==> src/include/i2c_target_pkg.sv <==
// Constants, types and carriers for the two-wire target register port
// Behaviour
// RULE1 - Protocol chosen once after reset from a select pin, never changed
// RULE2 - Register map spans pointer values 0x00 through 0x32 inclusive
// RULE3 - Port is target only; it never drives SCL nor makes START/STOP
// RULE4 - All bytes shift most significant bit first, both directions
// RULE5 - Bus supports fast mode and fast mode plus timing
// RULE6 - Controller opens transactions with SDA falling while SCL high
// RULE7 - STOP is SDA rising while SCL high; it ends and resets bus state
// RULE8 - Matching address byte acknowledged on ninth pulse; last bit direction
// RULE9 - Data bytes take eight pulses, then receiver drives one acknowledge bit
// RULE10 - SDA stable while SCL high; changes then are bus conditions
// RULE11 - Acknowledge held low through whole high phase of ninth pulse
// RULE12 - Controller NACK ends a read; device stops sending, releases SDA
// RULE13 - Direction bit high means target sends; low means controller sends
// RULE14 - Byte count unbounded; receiver acknowledges each accepted byte
// RULE15 - Repeated START behaves exactly like START
// RULE16 - Bus idle when SDA and SCL high; device leaves SDA released
// RULE17 - Block flag high makes transfer walk successive registers
// RULE18 - Only START or STOP ends a transaction; partial bytes dropped
// RULE19 - Address straps sampled at every START select one of four addresses
// RULE20 - Write: flag plus seven-bit pointer byte, then data upper byte first
// RULE21 - Reads use the last written pointer; it persists until rewritten
// RULE22 - Block pointer advances per register, saturating at 0x7f
// RULE23 - SDA and SCL synchronised; conditions and edges found from samples
package i2c_target_pkg;

  localparam logic [6:0] REG_LAST = 7'h32;
  localparam logic [6:0] PTR_CEIL = 7'h7f;
  localparam logic [6:0] PTR_RESET = 7'h00;
  localparam logic [6:0] TARGET_BASE = 7'h50;
  localparam int STRAP_LOW_POS = 0;
  localparam int STRAP_HIGH_POS = 2;
  localparam logic [3:0] BITS_PER_BYTE = 4'h8;
  localparam logic [1:0] MODE_SETTLE = 2'h3;
  localparam int WR_FIFO_DEPTH = 4;

  typedef enum logic [3:0] {
    ST_IDLE = 4'h0,
    ST_ADDR = 4'h1,
    ST_ADDR_ACK = 4'h2,
    ST_PTR = 4'h3,
    ST_PTR_ACK = 4'h4,
    ST_WDATA = 4'h5,
    ST_WDATA_ACK = 4'h6,
    ST_RDATA = 4'h7,
    ST_RACK = 4'h8,
    ST_IGNORE = 4'h9
  } port_state_t;

  typedef struct packed {
    logic [6:0] ptr;
    logic [15:0] data;
  } reg_write_t;

endpackage

==> src/design/i2c_target_register_port.sv <==
// Two-wire target register port with a write request FIFO
`timescale 1ns/1ps

module reg_write_fifo #(
  parameter int WIDTH = 23,
  parameter int DEPTH = 4
) (
  input wire logic core_clk, // System clock
  input wire logic nrst, // Async reset, active low
  input wire logic in_valid, // Word offered
  input wire logic [WIDTH-1:0] in_data, // Word in
  output logic in_ready, // Room for a word
  output logic out_valid, // Word available
  output logic [WIDTH-1:0] out_data, // Oldest word
  input wire logic out_ready // Drain side takes word
);
  localparam int AW = (DEPTH > 1) ? $clog2(DEPTH) : 1;
  localparam logic [AW-1:0] LAST = AW'(DEPTH - 1);
  localparam logic [AW:0] FULL = (AW + 1)'(DEPTH);

  logic [WIDTH-1:0] mem_r [DEPTH];
  logic [AW-1:0] wr_r, wr_nxt, rd_r, rd_nxt;
  logic [AW:0] cnt_r, cnt_nxt;
  logic push, pop;

  function automatic logic [AW-1:0] wrap_inc(input logic [AW-1:0] p);
    wrap_inc = (p == LAST) ? '0 : AW'(p + 1'b1);
  endfunction

  assign in_ready = (cnt_r != FULL);
  assign out_valid = (cnt_r != '0);
  assign out_data = mem_r[rd_r];
  assign push = in_valid & in_ready;
  assign pop = out_valid & out_ready;

  always_comb begin
    wr_nxt = push ? wrap_inc(wr_r) : wr_r;
    rd_nxt = pop ? wrap_inc(rd_r) : rd_r;
    cnt_nxt = cnt_r;
    if (push && !pop) begin
      cnt_nxt = (AW + 1)'(cnt_r + 1'b1);
    end else if (pop && !push) begin
      cnt_nxt = (AW + 1)'(cnt_r - 1'b1);
    end
  end

  always_ff @(posedge core_clk or negedge nrst) begin
    if (!nrst) begin
      wr_r <= '0;
      rd_r <= '0;
      cnt_r <= '0;
    end else begin
      wr_r <= wr_nxt;
      rd_r <= rd_nxt;
      cnt_r <= cnt_nxt;
    end
  end

  // Storage needs no reset; count guards every read
  always_ff @(posedge core_clk) begin
    if (push) begin
      mem_r[wr_r] <= in_data;
    end
  end
endmodule

////////////////////////////////////////////////////////////////////////////

module i2c_target_register_port (
  input wire logic core_clk, // System clock, 40 MHz
  input wire logic nrst, // Async reset, active low
  input wire logic proto_sel_i2c, // Protocol select pin, high = two-wire
  input wire logic address_strap_low, // Address strap pin, low
  input wire logic address_strap_high, // Address strap pin, high
  input wire logic scl_i, // Bus clock level
  input wire logic sda_i, // Bus data level
  output logic sda_o, // Data drive value, always low
  output logic sda_oe_n, // Data enable, low while pulling
  output logic wr_valid, // Register write pending
  output i2c_target_pkg::reg_write_t wr_req, // Pointer and data
  input wire logic wr_ready, // Register file takes write
  output logic [6:0] read_addr, // Pointer to read
  input wire logic [15:0] read_data, // Register at read_addr
  output logic i2c_mode, // Two-wire mode chosen
  output logic busy // Transfer under way, from START until STOP, address miss or NACK
);
  import i2c_target_pkg::*;

  logic scl_meta_r, scl_sync_r, scl_prev_r;
  logic sda_meta_r, sda_sync_r, sda_prev_r;
  logic [1:0] strap_meta_r, strap_sync_r;
  logic sel_meta_r, sel_sync_r;
  logic scl_rise, scl_fall, start_cond, stop_cond;

  port_state_t state_r, state_nxt;
  logic [3:0] cnt_r, cnt_nxt;
  logic [7:0] shift_r, shift_nxt;
  logic [7:0] hi_r, hi_nxt;
  logic [15:0] rdata_r, rdata_nxt;
  logic [6:0] ptr_r, ptr_nxt;
  logic [1:0] strap_r, strap_nxt;
  logic [1:0] settle_r, settle_nxt;
  logic drive_r, drive_nxt, rw_r, rw_nxt, block_r, block_nxt;
  logic byte_hi_r, byte_hi_nxt, mode_r, mode_nxt, done_r, done_nxt;
  logic push_r, push_nxt;
  reg_write_t push_data_r, push_data_nxt;
  logic fifo_in_ready;
  logic [15:0] rd_val;

  function automatic logic [6:0] target_addr(input logic [1:0] s);
    target_addr = TARGET_BASE;
    target_addr[STRAP_LOW_POS] = s[0];
    target_addr[STRAP_HIGH_POS] = s[1];
  endfunction

  function automatic logic [6:0] next_ptr(input logic [6:0] p);
    next_ptr = (p == PTR_CEIL) ? p : 7'(p + 7'h01); // [RULE22]
  endfunction

  ////////////////////////////////////////////////////////////////////////
  // Pin synchronisers; first stage feeds only the second
  always_ff @(posedge core_clk or negedge nrst) begin
    if (!nrst) begin
      scl_meta_r <= 1'b1;
      scl_sync_r <= 1'b1;
      scl_prev_r <= 1'b1;
      sda_meta_r <= 1'b1;
      sda_sync_r <= 1'b1;
      sda_prev_r <= 1'b1;
      strap_meta_r <= 2'h0;
      strap_sync_r <= 2'h0;
      sel_meta_r <= 1'b0;
      sel_sync_r <= 1'b0;
    end else begin
      scl_meta_r <= scl_i; // [RULE23]
      scl_sync_r <= scl_meta_r;
      scl_prev_r <= scl_sync_r;
      sda_meta_r <= sda_i;
      sda_sync_r <= sda_meta_r;
      sda_prev_r <= sda_sync_r;
      strap_meta_r <= {address_strap_high, address_strap_low};
      strap_sync_r <= strap_meta_r;
      sel_meta_r <= proto_sel_i2c;
      sel_sync_r <= sel_meta_r;
    end
  end

  assign scl_rise = scl_sync_r & ~scl_prev_r; // [RULE23]
  assign scl_fall = ~scl_sync_r & scl_prev_r;
  // SDA moving under a steady high SCL is a condition, never data
  assign start_cond = scl_sync_r & scl_prev_r & sda_prev_r
    & ~sda_sync_r; // [RULE10] [RULE6]
  assign stop_cond = scl_sync_r & scl_prev_r & ~sda_prev_r
    & sda_sync_r; // [RULE7]

  // Out-of-map pointers read as zero
  assign rd_val = (ptr_r <= REG_LAST) ? read_data : 16'h0000; // [RULE2]

  ////////////////////////////////////////////////////////////////////////
  // Bus sequencer; all bit timing follows sampled SCL edges, so any
  // fast or fast-plus clock well below core_clk / 6 is followed
  always_comb begin // [RULE5]
    state_nxt = state_r;
    cnt_nxt = cnt_r;
    shift_nxt = shift_r;
    hi_nxt = hi_r;
    rdata_nxt = rdata_r;
    ptr_nxt = ptr_r;
    strap_nxt = strap_r;
    settle_nxt = settle_r;
    drive_nxt = drive_r;
    rw_nxt = rw_r;
    block_nxt = block_r;
    byte_hi_nxt = byte_hi_r;
    mode_nxt = mode_r;
    done_nxt = done_r;
    push_nxt = 1'b0;
    push_data_nxt = push_data_r;
    if (!done_r) begin
      // Protocol fixed once, after the select pin has settled
      settle_nxt = 2'(settle_r + 2'h1);
      if (settle_r == MODE_SETTLE) begin
        done_nxt = 1'b1; // [RULE1]
        mode_nxt = sel_sync_r;
      end
    end else if (!mode_r) begin
      state_nxt = ST_IDLE; // [RULE1]
      drive_nxt = 1'b0;
    end else if (start_cond) begin
      // Repeated START restarts framing, dropping any partial byte
      state_nxt = ST_ADDR; // [RULE15] [RULE18]
      cnt_nxt = 4'h0;
      drive_nxt = 1'b0;
      strap_nxt = strap_sync_r; // [RULE19]
    end else if (stop_cond) begin
      state_nxt = ST_IDLE; // [RULE7] [RULE18] [RULE16]
      drive_nxt = 1'b0;
    end else begin
      unique case (state_r)
        ST_IDLE, ST_IGNORE: begin
          drive_nxt = 1'b0; // [RULE16]
        end
        ST_ADDR, ST_PTR, ST_WDATA: begin
          if (scl_rise) begin
            shift_nxt = {shift_r[6:0], sda_sync_r}; // [RULE4]
            cnt_nxt = 4'(cnt_r + 4'h1);
          end
          if (scl_fall && cnt_r == BITS_PER_BYTE) begin // [RULE9]
            state_nxt = ST_IGNORE;
            if (state_r == ST_ADDR) begin
              if (shift_r[7:1] == target_addr(strap_r)) begin
                drive_nxt = 1'b1; // [RULE8]
                rw_nxt = shift_r[0]; // [RULE13]
                state_nxt = ST_ADDR_ACK;
              end
            end else if (state_r == ST_PTR) begin
              block_nxt = shift_r[7]; // [RULE17] [RULE20]
              ptr_nxt = shift_r[6:0]; // [RULE21]
              drive_nxt = 1'b1; // [RULE14]
              state_nxt = ST_PTR_ACK;
            end else if (byte_hi_r) begin
              hi_nxt = shift_r; // [RULE20]
              drive_nxt = 1'b1;
              state_nxt = ST_WDATA_ACK;
            end else if (fifo_in_ready && !push_r) begin
              // Full queue refuses the word with a NACK
              push_nxt = (ptr_r <= REG_LAST); // [RULE2]
              push_data_nxt = '{ptr: ptr_r, data: {hi_r, shift_r}};
              drive_nxt = 1'b1; // [RULE14]
              state_nxt = ST_WDATA_ACK;
            end
          end
        end
        ST_ADDR_ACK, ST_PTR_ACK, ST_WDATA_ACK: begin
          // Held from one fall to the next covers the whole high phase
          if (scl_fall) begin // [RULE11]
            drive_nxt = 1'b0;
            cnt_nxt = 4'h0;
            byte_hi_nxt = 1'b1;
            if (state_r == ST_ADDR_ACK && rw_r) begin
              rdata_nxt = rd_val; // [RULE21]
              shift_nxt = rd_val[15:8];
              drive_nxt = ~rd_val[15];
              state_nxt = ST_RDATA; // [RULE13]
            end else if (state_r == ST_ADDR_ACK) begin
              state_nxt = ST_PTR;
            end else if (state_r == ST_PTR_ACK) begin
              state_nxt = ST_WDATA;
            end else begin
              state_nxt = ST_WDATA;
              byte_hi_nxt = ~byte_hi_r;
              if (!byte_hi_r && block_r) begin
                ptr_nxt = next_ptr(ptr_r); // [RULE22]
              end
            end
          end
        end
        ST_RDATA: begin
          if (scl_rise) begin
            cnt_nxt = 4'(cnt_r + 4'h1);
          end
          if (scl_fall) begin
            if (cnt_r == BITS_PER_BYTE) begin
              drive_nxt = 1'b0; // [RULE9]
              state_nxt = ST_RACK;
            end else begin
              shift_nxt = {shift_r[6:0], 1'b0}; // [RULE4]
              drive_nxt = ~shift_r[6];
            end
          end
        end
        ST_RACK: begin
          if (scl_rise && sda_sync_r) begin
            state_nxt = ST_IGNORE; // [RULE12]
          end else if (scl_fall) begin
            cnt_nxt = 4'h0;
            state_nxt = ST_RDATA;
            if (byte_hi_r) begin
              shift_nxt = rdata_r[7:0];
              drive_nxt = ~rdata_r[7];
              byte_hi_nxt = 1'b0;
              if (block_r) begin
                ptr_nxt = next_ptr(ptr_r); // [RULE22]
              end
            end else begin
              rdata_nxt = rd_val;
              shift_nxt = rd_val[15:8];
              drive_nxt = ~rd_val[15];
              byte_hi_nxt = 1'b1;
            end
          end
        end
        default: begin
          state_nxt = ST_IDLE;
          drive_nxt = 1'b0;
        end
      endcase
    end
  end

  always_ff @(posedge core_clk or negedge nrst) begin
    if (!nrst) begin
      state_r <= ST_IDLE; // [RULE23]
      cnt_r <= 4'h0;
      shift_r <= 8'h00;
      hi_r <= 8'h00;
      rdata_r <= 16'h0000;
      ptr_r <= PTR_RESET;
      strap_r <= 2'h0;
      settle_r <= 2'h0;
      drive_r <= 1'b0;
      rw_r <= 1'b0;
      block_r <= 1'b0;
      byte_hi_r <= 1'b1;
      mode_r <= 1'b0;
      done_r <= 1'b0;
      push_r <= 1'b0;
      push_data_r <= '0;
    end else begin
      state_r <= state_nxt;
      cnt_r <= cnt_nxt;
      shift_r <= shift_nxt;
      hi_r <= hi_nxt;
      rdata_r <= rdata_nxt;
      ptr_r <= ptr_nxt;
      strap_r <= strap_nxt;
      settle_r <= settle_nxt;
      drive_r <= drive_nxt;
      rw_r <= rw_nxt;
      block_r <= block_nxt;
      byte_hi_r <= byte_hi_nxt;
      mode_r <= mode_nxt;
      done_r <= done_nxt;
      push_r <= push_nxt;
      push_data_r <= push_data_nxt;
    end
  end

  ////////////////////////////////////////////////////////////////////////
  reg_write_fifo #(
    .WIDTH($bits(reg_write_t)),
    .DEPTH(WR_FIFO_DEPTH)
  ) u_wr_fifo (
    .core_clk(core_clk),
    .nrst(nrst),
    .in_valid(push_r),
    .in_data(push_data_r),
    .in_ready(fifo_in_ready),
    .out_valid(wr_valid),
    .out_data(wr_req),
    .out_ready(wr_ready)
  );

  // Only SDA is ever pulled; SCL has no output at all
  assign sda_o = 1'b0; // [RULE3]
  assign sda_oe_n = ~drive_r;
  assign read_addr = ptr_r;
  assign i2c_mode = mode_r;
  assign busy = (state_r != ST_IDLE) && (state_r != ST_IGNORE);
endmodule

==> config.mk <==
export PLATFORM = sky130hd
export DESIGN_NAME = i2c_target_register_port
export DESIGN_NICKNAME = d
export VERILOG_FILES = /design/src/include/i2c_target_pkg.sv /design/src/design/i2c_target_register_port.sv
export SDC_FILE = /design/constraint.sdc
export NUM_CORES = 1
export LEC_CHECK = 0
export ABC_CLOCK_PERIOD_IN_PS = 2950
export BUFFER_PORTS_ARGS = -buffer_cell sky130_fd_sc_hd__buf_2
export CAP_MARGIN = 20
export CELL_PAD_IN_SITES_DETAIL_PLACEMENT = 1
export CELL_PAD_IN_SITES_GLOBAL_PLACEMENT = 2
export CORE_ASPECT_RATIO = 0.6
export CORE_MARGIN = 8
export CORE_UTILIZATION = 35
export CTS_BUF_LIST = sky130_fd_sc_hd__clkbuf_4 sky130_fd_sc_hd__clkbuf_8
export DETAILED_ROUTE_END_ITERATION = 7
export PLACE_DENSITY_LB_ADDON = 0.3
export REMOVE_ABC_BUFFERS = 1
export SETUP_SLACK_MARGIN = 0.1
export SLEW_MARGIN = 30
export SYNTH_ARGS = -nofsm -noshare
export SYNTH_HDL_FRONTEND = slang
export SYNTH_SLANG_ARGS = --single-unit
==> constraint.sdc <==
create_clock -name core_clk -period 2.95 [get_ports core_clk]
set_input_delay 0.1475 -clock core_clk [delete_from_list [all_inputs] [get_ports core_clk]]
set_output_delay 0.1475 -clock core_clk [all_outputs]
set_load 0.1 [all_outputs]
==> results.py <==
metrics = {
    "cts": {
        "clk_pin_slew_ps": 100,
        "cts_num_sinks": 184,
        "post_cts_buffers": 0,
        "root_buffer": "clkbuf_8",
        "cts_max_level": 4,
        "clk_latency_ps": 480,
        "numCtsBuffers": 17,
        "clock_path_buffers": 2,
        "cts_tree": "yes",
    },
    "yosys": {
        "synth_largest_area_cell": "edfxtp_1",
        "synth_top_area_share": 0.348,
        "ys.flop_type": "edfxtp_1",
        "synthCells": 560,
        "yosysSeqAreaShare": 0.640,
        "ys_ff_latch": 184,
        "ys_warn_count": 0,
        "avgSynthCellArea_um2": 14.2,
        "ys_types": 70,
        "synth-edff-count": 92,
        "synth_area_leaders": "edfxtp_1 (35%), dfrtp_1 (27%), mux4_2 (6.5%)",
        "async_flop_share": 0.500,
        "synthesis.area_mm2": 0.00793,
    },
    "die": {
        "die_width_um": 210,
        "dieArea_mm2": 0.0279,
        "start_util": 0.358,
        "boundaryPins": 59,
        "die_y_um": 133,
        "coreArea_mm2": 0.0221,
        "rows": 42,
    },
    "power_and_ir_drop": {
        "powerDensity_mw_per_mm2": 620,
        "leakagePower_nw": 3.42,
        "peakVddDrop_mv": 0.281,
        "total_power_mw": 5.73,
    },
    "worst_setup_path": {
        "cpMaxStageDelayCell": "dfrtp_1",
        "critPathLaunchType": "register",
        "crit_arrival_ps": 2940,
        "cp_data_required_time_ps": 3360,
        "r2r_setup_slack_ps": 410,
        "r2r_end": "read_addr[0]$_DFFE_PN0P_",
        "crit_path_frequent_cell": "buf_4",
        "worstSetupPathType": "reg2reg",
        "crit_path_start": "state_r[1]$_DFFE_PN0P_",
        "r2r-start": "state_r[1]$_DFFE_PN0P_",
        "cp_max_fo": 15,
        "reg2reg_depth": 8,
        "slowest_delay_ps": 630,
        "endpoint": "read_addr[0]$_DFFE_PN0P_",
        "crit_chain": "nor2_1 -> buf_4 -> o21ai_4 -> a31oi_4 -> nor4b_4 -> buf_4 -> nand3_1 -> o211ai_2",
        "cp-end-kind": "register",
    },
    "layout": {
        "syn_to_final_growth_pct": 16.7,
        "seqCellArea_mm2": 0.00507,
        "layout_commonest_cell": "edfxtp_1",
        "multiInputGateArea_mm2": 0.00267,
        "finalNetCount": 692,
        "layout_common_cells": "edfxtp_1 (92), dfrtp_1 (85), buf_2 (56)",
        "n_fill_cell": 2305,
        "drive_above_1_share": 0.300,
        "antennaDiodeCount": 0,
    },
    "sta": {
        "maxSlewHeadroom": 0.551,
        "hold_viol": 0,
        "postLayoutSetupSlackWorst_ps": 413,
        "fin_skew_ps": 15.7,
        "rsz0062_at_grt": "false",
        "finalSetupViolCount": 0,
        "period_needed_ps": 2540,
        "finalMaxSlewViolations": 0,
        "fin_crit_sh": 0.860,
        "fmax_ghz": 0.394,
        "worst_pin_slew_ps": 673,
        "setup_tns_ps": 0,
    },
    "route": {
        "drtIter0Drc": 341,
        "firstDrtPassIters": 5,
        "routed_wl_um": 20300,
        "drc": 0,
        "wire_per_inst_um": 20.8,
        "routed_via_density": 5.12,
        "vias": 5001,
        "ant_nets": 0,
    },
    "grt": {
        "grt_pass1_wl_um": 32300,
        "grt_max_degree": 47,
        "overflow": 0,
        "antenna_found_initial": 0,
        "grt_usage": 0.150,
        "grt_pass1_vias": 5448,
    },
    "place": {
        "portBuffers": 57,
        "gp_congestion": 0.877,
        "place_hpwl_um": 14200,
        "pre_cts_slack_ps": 448,
    },
    "worst_hold_path": {
        "hp-start": "wr_ready",
        "hold_class": "in2reg",
        "worstHoldPathCells": 3,
    },
    "run": {
        "max_cap_violations": 0,
    },
    "run_status": {
        "status": "finished clean",
    },
}
-- worst min path at each step --
stage,to,slack [ps]
3_3_place_gp,u_wr_fifo.rd_r[0]$_DFFE_PN0P_,210
4_1_cts,u_wr_fifo.rd_r[0]$_DFFE_PN0P_,40
3_5_place_dp,u_wr_fifo.rd_r[1]$_DFFE_PN0P_,220
2_1_floorplan,block_r$_DFFE_PN0P_,-150
6_report,u_wr_fifo.rd_r[0]$_DFFE_PN0P_,70
5_1_grt,u_wr_fifo.rd_r[0]$_DFFE_PN0P_,60
-- where the power goes --
part | total (mW) | switching [mW] | internal (mW)
clock network | 1.68 | 0.901 | 0.780
registers | 3.06 | 0.265 | 2.80
logic | 0.989 | 0.720 | 0.270
-- cell usage after synthesis (all sizes together), types with 3 or more instances --
library cell,n
edfxtp,92
dfrtp,85
nand2,46
mux2,38
nor2,33
o21ai,32
mux4,23
clkbuf,15
a21oi,14
inv,14
buf,13
nand3,13
ha,11
nor3,11
nor2b,8
and3,7
dfstp,7
nand2b,7
o31ai,7
a31oi,6
a221oi,5
xor2,5
nand4,4
o211ai,4
o22ai,4
or3,4
a22o,3
a22oi,3
mux2i,3
nand4b,3
-- cell type report --
class | count | area share
Clock inverter | 12 | 0.0137
Clock buffer | 20 | 0.0277
Tap cell | 308 | 0.0417
Timing Repair Buffer | 105 | 0.0747
Inverter | 14 | 0.00568
Multi-Input combinational cell | 334 | 0.288
Sequential cell | 184 | 0.548
-- logic make-up after synthesis --
group,Yosys count,share of synthesized area
AOI/OAI and AO/OA,99,0.0890
xor gates and xnor gates,7,0.00773
adders and majority gates,12,0.0199
buffers and inverters,42,0.0238
DFF,184,0.640
muxes,64,0.123
other,1,0.000473
and+or+nand+nor,151,0.0961
-- registers in the layout, summed over array words and instances, names as in the netlist, 2 cells and up --
register / flops
u_wr_fifo.mem_r: 92
push_data_r: 23
hi_r: 8
rdata_r: 8
shift_r: 8
read_addr: 7
cnt_r: 4
state_r: 4
u_wr_fifo.cnt_r: 3
settle_r: 2
strap_meta_r: 2
strap_r: 2
strap_sync_r: 2
u_wr_fifo.rd_r: 2
u_wr_fifo.wr_r: 2
-- stage by stage --
step,util,cell area (µm²),hold WS (ps),std cells
floorplan,-,7790,-148,532
global placement,0.393,8700,215,928
detailed placement,0.393,8700,221,928
CTS,0.418,9250,40.0,977
global route,0.418,9250,57.9,977
finish,0.418,9250,70.5,977
-- routing by layer --
layer	wire [µm]	track usage	vias up
met4	146	0.0328	0
met5	0	0	-
met2	8490	0.214	117
li1	-	-	2296
met3	1440	0.0354	12
met1	10300	0.227	2576
-- what timing repair did --
action | in CTS | in global routing
gates resized for setup | 0 | 0
hold buffers | 17 | 0
hold endpoints to repair | 58 | 0
-- critical path, delay by kind of cell, from the launching register on --
kind | cells | cell delay, ps
buffers and inverters | 2 | 460
and+or+nand+nor | 3 | 810
AOI/OAI and AO/OA | 3 | 560
DFF | 1 | 630
Power figures use the tool's default switching activity.
